**config.mk**
```make
export PLATFORM = sky130hd
export DESIGN_NAME = aarc_ctrl
export DESIGN_NICKNAME = d
export VERILOG_FILES = /design/src/aarc_pkg.sv /design/src/aarc_ctrl.sv /design/src/aarc_symbol_timer.sv
export SDC_FILE = /design/constraint.sdc
export NUM_CORES = 1
export LEC_CHECK = 0
export BUFFER_PORTS_ARGS = -buffer_cell sky130_fd_sc_hd__buf_2
export CAP_MARGIN = 20
export CORE_MARGIN = 10
export CORE_UTILIZATION = 50
export DETAILED_ROUTE_END_ITERATION = 8
export GPL_TIMING_DRIVEN = 0
export HOLD_SLACK_MARGIN = 0.03
export PLACE_DENSITY = 0.84
export SYNTH_ARGS = -nofsm -noshare
export SYNTH_HDL_FRONTEND = slang
export SYNTH_SLANG_ARGS = --single-unit
```
**constraint.sdc**
```tcl
create_clock -name sys_clk_in -period 2.1 [get_ports sys_clk_in]
set_input_delay 0.21 -clock sys_clk_in [delete_from_list [all_inputs] [get_ports sys_clk_in]]
set_output_delay 0.21 -clock sys_clk_in [all_outputs]
set_load 0.05 [all_outputs]
```
**src/aarc_pkg.sv**
```systemverilog
// Purpose: shared constants for the auto-ack and auto-retry controller
// Assumes: 125 MHz system clock, 16 us symbol period
// Notes: result codes follow the transaction result field encoding
package aarc_pkg;
    localparam int CLK_MHZ = 125;
    localparam int SYMBOL_US = 16;
    localparam int SYMBOL_CYCLES = SYMBOL_US * CLK_MHZ;
    localparam int ACK_STD_SYMBOLS = 12;
    localparam int ACK_SHORT_US = 32;
    localparam int ACK_SHORT_SYMBOLS = ACK_SHORT_US / SYMBOL_US;
    localparam int ACK_READY_SYMBOLS = 3;
    localparam int TRIG_START_US = 16;
    localparam int TRIG_START_CYCLES = TRIG_START_US * CLK_MHZ;
    localparam int ACK_TIMEOUT_US = 864;
    localparam int ACK_TIMEOUT_SYMBOLS = ACK_TIMEOUT_US / SYMBOL_US;
    localparam int ACK_REQ_BIT = 5;
    localparam logic [2:0] CSMA_OFF_LIMIT = 3'h7;
    localparam logic [2:0] RES_SUCCESS = 3'h0;
    localparam logic [2:0] RES_PENDING = 3'h1;
    localparam logic [2:0] RES_WAIT_TRIG = 3'h2;
    localparam logic [2:0] RES_ACCESS_FAIL = 3'h3;
    localparam logic [2:0] RES_NO_ACK = 3'h5;
    localparam logic [2:0] RES_INVALID = 3'h7;
    localparam logic [2:0] RES_RESET = 3'h0;
endpackage

```
**src/aarc_ctrl.sv**
```systemverilog
// Purpose: acknowledgment start timing and automatic retransmit transaction sequencing
// Assumes: radio datapath reports frame end, CCA result, ACK receipt by pulses
// Notes: backoff itself lives outside; one CSMA attempt is a request/response pair

// Notes on behaviour
// - ack delay select clear: start ack twelve symbols after frame end
// - ack delay select set: start ack two symbols (32 us) after frame end
// - slotted mode waits for pin rising edge, result shows waiting for trigger
// - slotted ack frame is ready three symbols after the last symbol
// - transmission starts 16 us after the host trigger edge
// - enter receiving state on start delimiter, frame done marks completion
// - default timing sends the ack alone after twelve-symbol turnaround
// - transaction starts by pin rising edge or transmit-go command
// - run channel access, transmit buffered frame when channel idle
// - busy channel retried to limit, then abort with access failed code 3
// - ack request taken from bit 5 of first PSDU octet
// - no ack requested: frame done after transmit, result success 0
// - await matching valid ack, result 0 or 1 from pending bit
// - no ack within 54 symbols retries; past limit result 5
// - current frame and channel access retry counts are exposed
// - frame buffer untouched; frames other than expected ack dropped
// - tx timestamp only with pin route and timestamp enables both set
// - result reads 7 while a transaction is unfinished
// - channel access limit 7: transmit at once, single attempt
module aarc_ctrl #(
    parameter int SYMBOL_CYCLES = aarc_pkg::SYMBOL_CYCLES
) (
    input wire logic sys_clk_in,
    input wire logic reset_in,
    input wire logic auto_ack_receive_mode_in,
    input wire logic auto_retry_transmit_state_in,
    input wire logic ack_delay_select_in,
    input wire logic slotted_enable_in,
    input wire logic sleep_transmit_pin_in,
    input wire logic tx_go_cmd_in,
    input wire logic [2:0] channel_access_retry_limit_in,
    input wire logic [3:0] frame_retry_limit_in,
    input wire logic start_irq_pin_route_enable_in,
    input wire logic tx_timestamp_enable_in,
    input wire logic sfd_detect_in,
    input wire logic rx_frame_end_in,
    input wire logic rx_ack_request_in,
    input wire logic rx_ack_frame_in,
    input wire logic rx_seq_match_in,
    input wire logic rx_fcs_ok_in,
    input wire logic rx_frame_pending_in,
    input wire logic [7:0] tx_octet_in,
    input wire logic tx_octet_valid_in,
    input wire logic [7:0] tx_octet_index_in,
    input wire logic tx_done_in,
    input wire logic cca_done_in,
    input wire logic cca_idle_in,
    output logic csma_start_out,
    output logic tx_start_out,
    output logic tx_timestamp_out,
    output logic rx_enable_out,
    output logic rx_discard_out,
    output logic receiving_auto_ack_state_out,
    output logic frame_done_irq_out,
    output logic [2:0] transaction_result_out,
    output logic [3:0] frame_retry_count_out,
    output logic [2:0] channel_access_retry_count_out,
    output logic buffer_write_protect_out
);
    typedef enum logic [3:0] {
        AARC_IDLE = 4'h0,
        AARC_RX = 4'h1,
        AARC_ACK_DELAY = 4'h3,
        AARC_ACK_TRIG = 4'h2,
        AARC_ACK_START = 4'h6,
        AARC_ACK_TX = 4'h7,
        AARC_CSMA = 4'h5,
        AARC_TX = 4'h4,
        AARC_ACK_WAIT = 4'hC,
        AARC_FINISH = 4'hD
    } aarc_state_e;

    aarc_state_e state_reg, state_next;
    logic pin_d_reg;
    logic ack_req_reg;
    logic ready_reg;
    logic [2:0] result_reg;
    logic [3:0] fr_cnt_reg;
    logic [2:0] ca_cnt_reg;
    logic timer_done;
    logic timer_start;
    logic timer_raw;
    logic [15:0] timer_count;

    function automatic logic [15:0] sym16(input int n);
        sym16 = n[15:0];
    endfunction

    wire pin_rise = sleep_transmit_pin_in && !pin_d_reg;
    wire no_csma = (channel_access_retry_limit_in == aarc_pkg::CSMA_OFF_LIMIT);
    wire tx_trigger = pin_rise || tx_go_cmd_in;
    wire valid_ack = rx_ack_frame_in && rx_seq_match_in && rx_fcs_ok_in;
    wire ca_exhausted = (ca_cnt_reg >= channel_access_retry_limit_in);
    wire fr_exhausted = no_csma || (fr_cnt_reg >= frame_retry_limit_in);
    wire first_octet = tx_octet_valid_in && (tx_octet_index_in == 8'h01);
    wire stamp_ok = start_irq_pin_route_enable_in && tx_timestamp_enable_in;
    wire ack_timeout = (state_reg == AARC_ACK_WAIT) && timer_done;
    wire rx_ack_end = (state_reg == AARC_RX) && rx_frame_end_in && rx_ack_request_in;
    wire trig_ok = (state_reg == AARC_ACK_TRIG) && pin_rise && ready_reg;
    wire cca_busy = (state_reg == AARC_CSMA) && cca_done_in && !cca_idle_in;
    wire fail_access = cca_busy && ca_exhausted;
    wire retry_csma = cca_busy && !ca_exhausted;
    wire tx_end = (state_reg == AARC_TX) && tx_done_in;
    wire retry_frame = ack_timeout && !fr_exhausted;
    wire ok_ack = (state_reg == AARC_ACK_WAIT) && valid_ack;
    // every way a transaction ends raises frame done once
    wire done_event = fail_access || (tx_end && !ack_req_reg) || ok_ack ||
        (ack_timeout && fr_exhausted);
    wire begin_tx = (state_reg == AARC_IDLE) && auto_retry_transmit_state_in && tx_trigger;
    wire launch_csma = begin_tx || retry_csma || retry_frame;

    // timer loads: symbol counts for delays, raw cycles only for the 16 us trigger gap
    assign timer_start = rx_ack_end || trig_ok || (tx_end && ack_req_reg);
    assign timer_raw = trig_ok;
    assign timer_count = trig_ok ? sym16(aarc_pkg::TRIG_START_CYCLES) :
        tx_end ? sym16(aarc_pkg::ACK_TIMEOUT_SYMBOLS) :
        slotted_enable_in ? sym16(aarc_pkg::ACK_READY_SYMBOLS) :
        ack_delay_select_in ? sym16(aarc_pkg::ACK_SHORT_SYMBOLS) :
        sym16(aarc_pkg::ACK_STD_SYMBOLS);

    // one shared timer; a good ack stops it so no stale expiry lingers
    aarc_symbol_timer #(
        .SYMBOL_CYCLES(SYMBOL_CYCLES)
    ) u_timer (
        .sys_clk_in(sys_clk_in),
        .reset_in(reset_in),
        .start_in(timer_start),
        .stop_in(ok_ack),
        .raw_in(timer_raw),
        .count_in(timer_count),
        .done_out(timer_done)
    );

    // triggers outside idle are simply not decoded
    always_comb begin
        state_next = state_reg;
        case (state_reg)
            AARC_IDLE: begin
                if (begin_tx) begin
                    state_next = no_csma ? AARC_TX : AARC_CSMA;
                end else if (auto_ack_receive_mode_in && sfd_detect_in) begin
                    state_next = AARC_RX;
                end
            end
            AARC_RX: begin
                if (rx_ack_end) begin
                    state_next = slotted_enable_in ? AARC_ACK_TRIG : AARC_ACK_DELAY;
                end else if (rx_frame_end_in) begin
                    state_next = AARC_IDLE;
                end
            end
            AARC_ACK_DELAY: begin
                if (timer_done) begin
                    state_next = AARC_ACK_TX;
                end
            end
            AARC_ACK_TRIG: begin
                if (trig_ok) begin
                    state_next = AARC_ACK_START;
                end
            end
            AARC_ACK_START: begin
                if (timer_done) begin
                    state_next = AARC_ACK_TX;
                end
            end
            AARC_ACK_TX: begin
                if (tx_done_in) begin
                    state_next = AARC_IDLE;
                end
            end
            AARC_CSMA: begin
                if (cca_done_in && cca_idle_in) begin
                    state_next = AARC_TX;
                end else if (fail_access) begin
                    state_next = AARC_FINISH;
                end
            end
            AARC_TX: begin
                if (tx_end) begin
                    state_next = ack_req_reg ? AARC_ACK_WAIT : AARC_FINISH;
                end
            end
            AARC_ACK_WAIT: begin
                if (ok_ack || (ack_timeout && fr_exhausted)) begin
                    state_next = AARC_FINISH;
                end else if (retry_frame) begin
                    state_next = AARC_CSMA;
                end
            end
            AARC_FINISH: begin
                state_next = AARC_IDLE;
            end
            default: begin
                state_next = AARC_IDLE;
            end
        endcase
    end

    // code picked from whichever end event fires
    wire [2:0] result_next = fail_access ? aarc_pkg::RES_ACCESS_FAIL :
        ok_ack ? (rx_frame_pending_in ? aarc_pkg::RES_PENDING : aarc_pkg::RES_SUCCESS) :
        ack_timeout ? aarc_pkg::RES_NO_ACK : aarc_pkg::RES_SUCCESS;

    always_ff @(posedge sys_clk_in) begin
        if (reset_in) begin
            state_reg <= AARC_IDLE;
        end else begin
            state_reg <= state_next;
        end
    end

    // delay stage idles low like the pin, so no false edge follows reset
    always_ff @(posedge sys_clk_in) begin
        if (reset_in) begin
            pin_d_reg <= 1'b0;
        end else begin
            pin_d_reg <= sleep_transmit_pin_in;
        end
    end

    // ready flag: trigger edge before the ack is prepared is ignored
    always_ff @(posedge sys_clk_in) begin
        if (reset_in || rx_ack_end) begin
            ready_reg <= 1'b0;
        end else if (state_reg == AARC_ACK_TRIG && timer_done) begin
            ready_reg <= 1'b1;
        end
    end

    // only octet one carries the request flag; the rest is payload
    always_ff @(posedge sys_clk_in) begin
        if (reset_in || begin_tx) begin
            ack_req_reg <= 1'b0;
        end else if (state_reg == AARC_TX && first_octet) begin
            ack_req_reg <= tx_octet_in[aarc_pkg::ACK_REQ_BIT];
        end
    end

    // final code and start marker never meet in one cycle
    always_ff @(posedge sys_clk_in) begin
        if (reset_in) begin
            result_reg <= aarc_pkg::RES_RESET;
        end else if (done_event && state_reg != AARC_FINISH) begin
            result_reg <= result_next;
        end else if (begin_tx) begin
            result_reg <= aarc_pkg::RES_INVALID;
        end else if (rx_ack_end && slotted_enable_in) begin
            result_reg <= aarc_pkg::RES_WAIT_TRIG;
        end else if (trig_ok) begin
            result_reg <= aarc_pkg::RES_SUCCESS;
        end
    end

    // counts clear at start, and the access count also on each frame retry, so the host reads the current tries
    always_ff @(posedge sys_clk_in) begin
        if (reset_in || begin_tx) begin
            fr_cnt_reg <= 4'h0;
        end else if (retry_frame) begin
            fr_cnt_reg <= fr_cnt_reg + 4'h1;
        end
    end

    always_ff @(posedge sys_clk_in) begin
        if (reset_in || begin_tx || retry_frame) begin
            ca_cnt_reg <= 3'h0;
        end else if (retry_csma) begin
            ca_cnt_reg <= ca_cnt_reg + 3'h1;
        end
    end

    // strobes fire on the cycle a sending state is entered
    wire enter_tx = (state_reg != AARC_TX) && (state_next == AARC_TX);
    wire enter_ack_tx = (state_reg != AARC_ACK_TX) && (state_next == AARC_ACK_TX);
    wire in_txn = (state_reg == AARC_CSMA) || (state_reg == AARC_TX) ||
        (state_reg == AARC_ACK_WAIT) || (state_reg == AARC_FINISH);
    wire rx_listen = (state_next == AARC_ACK_WAIT) || (state_next == AARC_RX);
    wire drop_frame = (state_reg == AARC_ACK_WAIT) && rx_frame_end_in && !valid_ack;
    wire rx_done = (state_reg == AARC_RX) && rx_frame_end_in;

    always_ff @(posedge sys_clk_in) begin
        if (reset_in) begin
            csma_start_out <= 1'b0;
            tx_start_out <= 1'b0;
            tx_timestamp_out <= 1'b0;
        end else begin
            csma_start_out <= launch_csma && !no_csma;
            tx_start_out <= enter_tx || enter_ack_tx;
            tx_timestamp_out <= enter_tx && stamp_ok;
        end
    end

    // enable follows the next state so the radio listens on entry
    always_ff @(posedge sys_clk_in) begin
        if (reset_in) begin
            rx_enable_out <= 1'b0;
            rx_discard_out <= 1'b0;
            receiving_auto_ack_state_out <= 1'b0;
        end else begin
            rx_enable_out <= rx_listen;
            rx_discard_out <= drop_frame;
            receiving_auto_ack_state_out <= (state_next == AARC_RX);
        end
    end

    always_ff @(posedge sys_clk_in) begin
        if (reset_in) begin
            frame_done_irq_out <= 1'b0;
            transaction_result_out <= aarc_pkg::RES_RESET;
        end else begin
            frame_done_irq_out <= done_event || rx_done;
            transaction_result_out <= result_reg;
        end
    end

    // copied every cycle so the host sees them mid-transaction
    always_ff @(posedge sys_clk_in) begin
        if (reset_in) begin
            frame_retry_count_out <= 4'h0;
            channel_access_retry_count_out <= 3'h0;
        end else begin
            frame_retry_count_out <= fr_cnt_reg;
            channel_access_retry_count_out <= ca_cnt_reg;
        end
    end

    always_ff @(posedge sys_clk_in) begin
        if (reset_in) begin
            buffer_write_protect_out <= 1'b0;
        end else begin
            buffer_write_protect_out <= in_txn || (state_next == AARC_CSMA);
        end
    end
endmodule

```
**src/aarc_symbol_timer.sv**
```systemverilog
// Purpose: counts a number of symbol periods, or raw cycles, after a start pulse
// Assumes: start_in is a one-cycle pulse; restarting reloads the count
// Notes: done_out pulses once when the count expires
module aarc_symbol_timer #(
    parameter int SYMBOL_CYCLES = 2000
) (
    input wire logic sys_clk_in,
    input wire logic reset_in,
    input wire logic start_in,
    input wire logic stop_in,
    input wire logic raw_in,
    input wire logic [15:0] count_in,
    output logic done_out
);
    logic [15:0] sym_reg;
    logic [15:0] cyc_reg;
    logic run_reg;
    logic raw_reg;
    wire tick = (cyc_reg == 16'h0001);
    wire last = tick && (raw_reg || sym_reg == 16'h0001);

    always_ff @(posedge sys_clk_in) begin
        if (reset_in || stop_in) begin
            run_reg <= 1'b0;
            sym_reg <= 16'h0000;
            cyc_reg <= 16'h0000;
            raw_reg <= 1'b0;
            done_out <= 1'b0;
        end else if (start_in) begin
            run_reg <= 1'b1;
            raw_reg <= raw_in;
            sym_reg <= count_in;
            cyc_reg <= raw_in ? count_in : SYMBOL_CYCLES[15:0];
            done_out <= 1'b0;
        end else if (run_reg) begin
            done_out <= last;
            run_reg <= !last;
            if (tick) begin
                sym_reg <= sym_reg - 16'h0001;
                cyc_reg <= SYMBOL_CYCLES[15:0];
            end else begin
                cyc_reg <= cyc_reg - 16'h0001;
            end
        end else begin
            done_out <= 1'b0;
        end
    end
endmodule

```
==> out/metrics.yaml <==
outcome:
  status: "complete, but fails checks"
  violations: "setup timing"
sta:
  grt_setup_unrepaired: "true"
  tightestPinTransition_ns: 0.681
  max-slew-margin-rel_pct: 54.6
  post-route-period-util_pct: 106
  final.setup.tns_ns: -1.09
  period_needed_ns: 2.22
  slew_violations: 0
  skew_ns: 0.0160
  finalWorstSetupSlack_ns: -0.125
  hold_violations: 0
  setup_viol: 20
  fmaxAchievable_mhz: 450
global_route:
  antenna_found_initial: 0
  grt.total_usage_pct: 18.3
  grt_pass1_vias: 3250
  grt_max_degree: 14
  grt.overflow.total: 0
  grt_pass1_wl_mm: 15.3
route:
  first_pass_iters: 5
  antenna_left: 0
  num_vias: 3552
  wl_per_cell_um: 18.8
  drc_errors: 0
  vias_per_cell: 6.12
  drt_iter0_drc: 337
  wl_mm: 10.9
logic_synthesis:
  synth_edf_count: 0
  yosysWarnings: 0
  async_flop_share_pct: 0
  synth_ff_type: "dfxtp_1"
  syn_nets: 461
  ys_types: 57
  seq_area_frac_synth_pct: 40.3
  ys_ff_latch: 70
  syn_avg_cell_area_um2: 8.60
  synthCells: 404
  synth_area_um2: 3470
clocking:
  insertion_delay_ns: 0.37
  clock_sinks: 70
  htreeDepth: 3
  clk_pin_slew_ns: 0.09
  cts-root-buf: "clkbuf_8"
  cts_buffers: 9
  cts_buffer_depth: 2
  cts_tree: "built"
floorplanning:
  die_y_um: 103
  die_w_um: 103
  pin_count: 62
  start_util_pct: 51.4
  core_area_um2: 6760
  fp.dieArea_um2: 10700
  num_rows: 30
cells_and_area:
  final_cell_mix: "dfxtp_1 (60), buf_2 (54), nor2_1 (42)"
  drive_gt1_share_pct: 32.8
  post-route-util_pct: 67.9
  multiInputGateArea_um2: 2170
  final_common_cell: "dfxtp_1"
  seq_area_um2: 1420
  n_antenna_cell: 0
  fin_nets: 552
  syn_to_final_growth_pct: 32.1
  fillCellCount: 489
job:
  maxCapViolCount: 0
placement:
  gp_congestion: 0.938
  pre_cts_ws_ns: -0.468
  port-buffer-count: 53
  hpwl_mm: 6.38
power_and_ir_drop:
  switching_share_pct: 33.4
  vdd_drop_max_mv: 0.434
  p_sw_mw: 1.27
  pwr-share-seq_pct: 39.3
  p_per_area_nw_per_um2: 831
  p_leak_nw: 2.02
  p_int_mw: 2.54
  combPwrFrac_pct: 27.2
  p_clk_share_pct: 33.6
setup_path:
  worst_ep_arrival_time_ns: 2.49
  crit_fanout: 8
  endpoint_kind: "flip-flop"
  startpoint_type: "flip-flop"
  r2r_slack_ns: -0.12
  worst_ep_required_time_ns: 2.37
  crit_type: "reg -> reg"
worst_hold_path:
  worst_hold_path_type: "in -> reg"
## worst paths after layout
| path | startpoint | to | cells past startpoint |
|---|---|---|---|
| max | u_timer.cyc_reg[3] | u_timer.sym_reg[3] | 6 |
| min | tx_timestamp_enable_in | tx_timestamp_out | 3 |
| max reg2reg | u_timer.cyc_reg[3] | u_timer.sym_reg[3] | 6 |
| min reg2reg | u_timer.raw_reg | u_timer.raw_reg | 2 |
## critical path: stages, from the launching register on
cell	delay [ns]
dfxtp_2	0.33
or4_4	0.56
or3_4	0.49
or2_4	0.29
nor3_2	0.21
o21ai_1	0.10
o211a_1	0.14
## cell families after synthesis
logic type,count (synthesis),synth area share (%)
buffers and inverters,35,4.10
XOR/XNOR,30,7.56
adder cells (fa/ha/maj),13,4.68
AO/OA/AOI/OAI,69,13.3
AND/OR/NAND/NOR,182,28.6
flip-flops,70,40.3
multiplexers,5,1.48
## cell usage after synthesis, types with 9 or more instances
cell type,number,area share (%)
a21oi_1,23,3.3
nand2b_1,9,1.6
dfxtp_1,70,40
nand2_1,26,2.8
inv_1,18,1.9
ha_1,13,4.7
nor3_1,14,2.0
xor2_1,23,5.8
nor4_1,10,1.8
nor2_1,44,4.8
nand3_1,16,2.3
clkbuf_1,12,1.3
nor2b_1,15,2.7
## repair_timing
| action | in CTS | in global routing |
|---|---|---|
| cloned | 1 | 1 |
| setup endpoints to repair | 49 | 43 |
| resized for setup | 50 | 42 |
| hold endpoints to repair | 0 | 0 |
| buffers inserted | 14 | 16 |
| hold buffers | 0 | 0 |
| pin swaps | 18 | 26 |
## power by group through the flow
stage | logic [mW] | clock network, mW | registers (mW)
3_5_place_dp | 0.799 | 0 | 1.51
5_1_grt | 1.10 | 1.33 | 1.51
6_report | 1.04 | 1.28 | 1.50
2_1_floorplan | 0.541 | 0 | 1.58
3_3_place_gp | 0.781 | 0 | 1.51
4_1_cts | 0.911 | 1.27 | 1.49
## per-stage QoR
step	instances	area, µm²	hold slack [ns]	power [mW]
5_1_grt	580	4590	0.0918	3.94
6_report	580	4590	0.0777	3.81
3_5_place_dp	537	3840	0.451	2.31
2_1_floorplan	404	3480	0.329	2.12
3_3_place_gp	537	3840	0.432	2.29
4_1_cts	565	4360	0.0783	3.67
## area by class of cell
type,instances,area share [%]
plain buffers,12,1.80
clock buffers,10,3.00
clock inverters,6,2.04
inverters,18,1.47
multi-input cells,299,47.4
flip-flops and latches,70,30.9
well taps,80,2.18
repair buffers,85,11.2
## metal layers
layer | routed length (µm) | vias up | GRT usage [%] | part of all wire, %
met5 | 0 | - | 0 | 0
met4 | 408 | 0 | 10.3 | 3.7
met3 | 909 | 49 | 4.19 | 8.3
met2 | 5340 | 201 | 30.3 | 49
met1 | 4260 | 1681 | 21.3 | 39
li1 | - | 1621 | - | -
No activity file was read; power rests on OpenSTA's default activity.
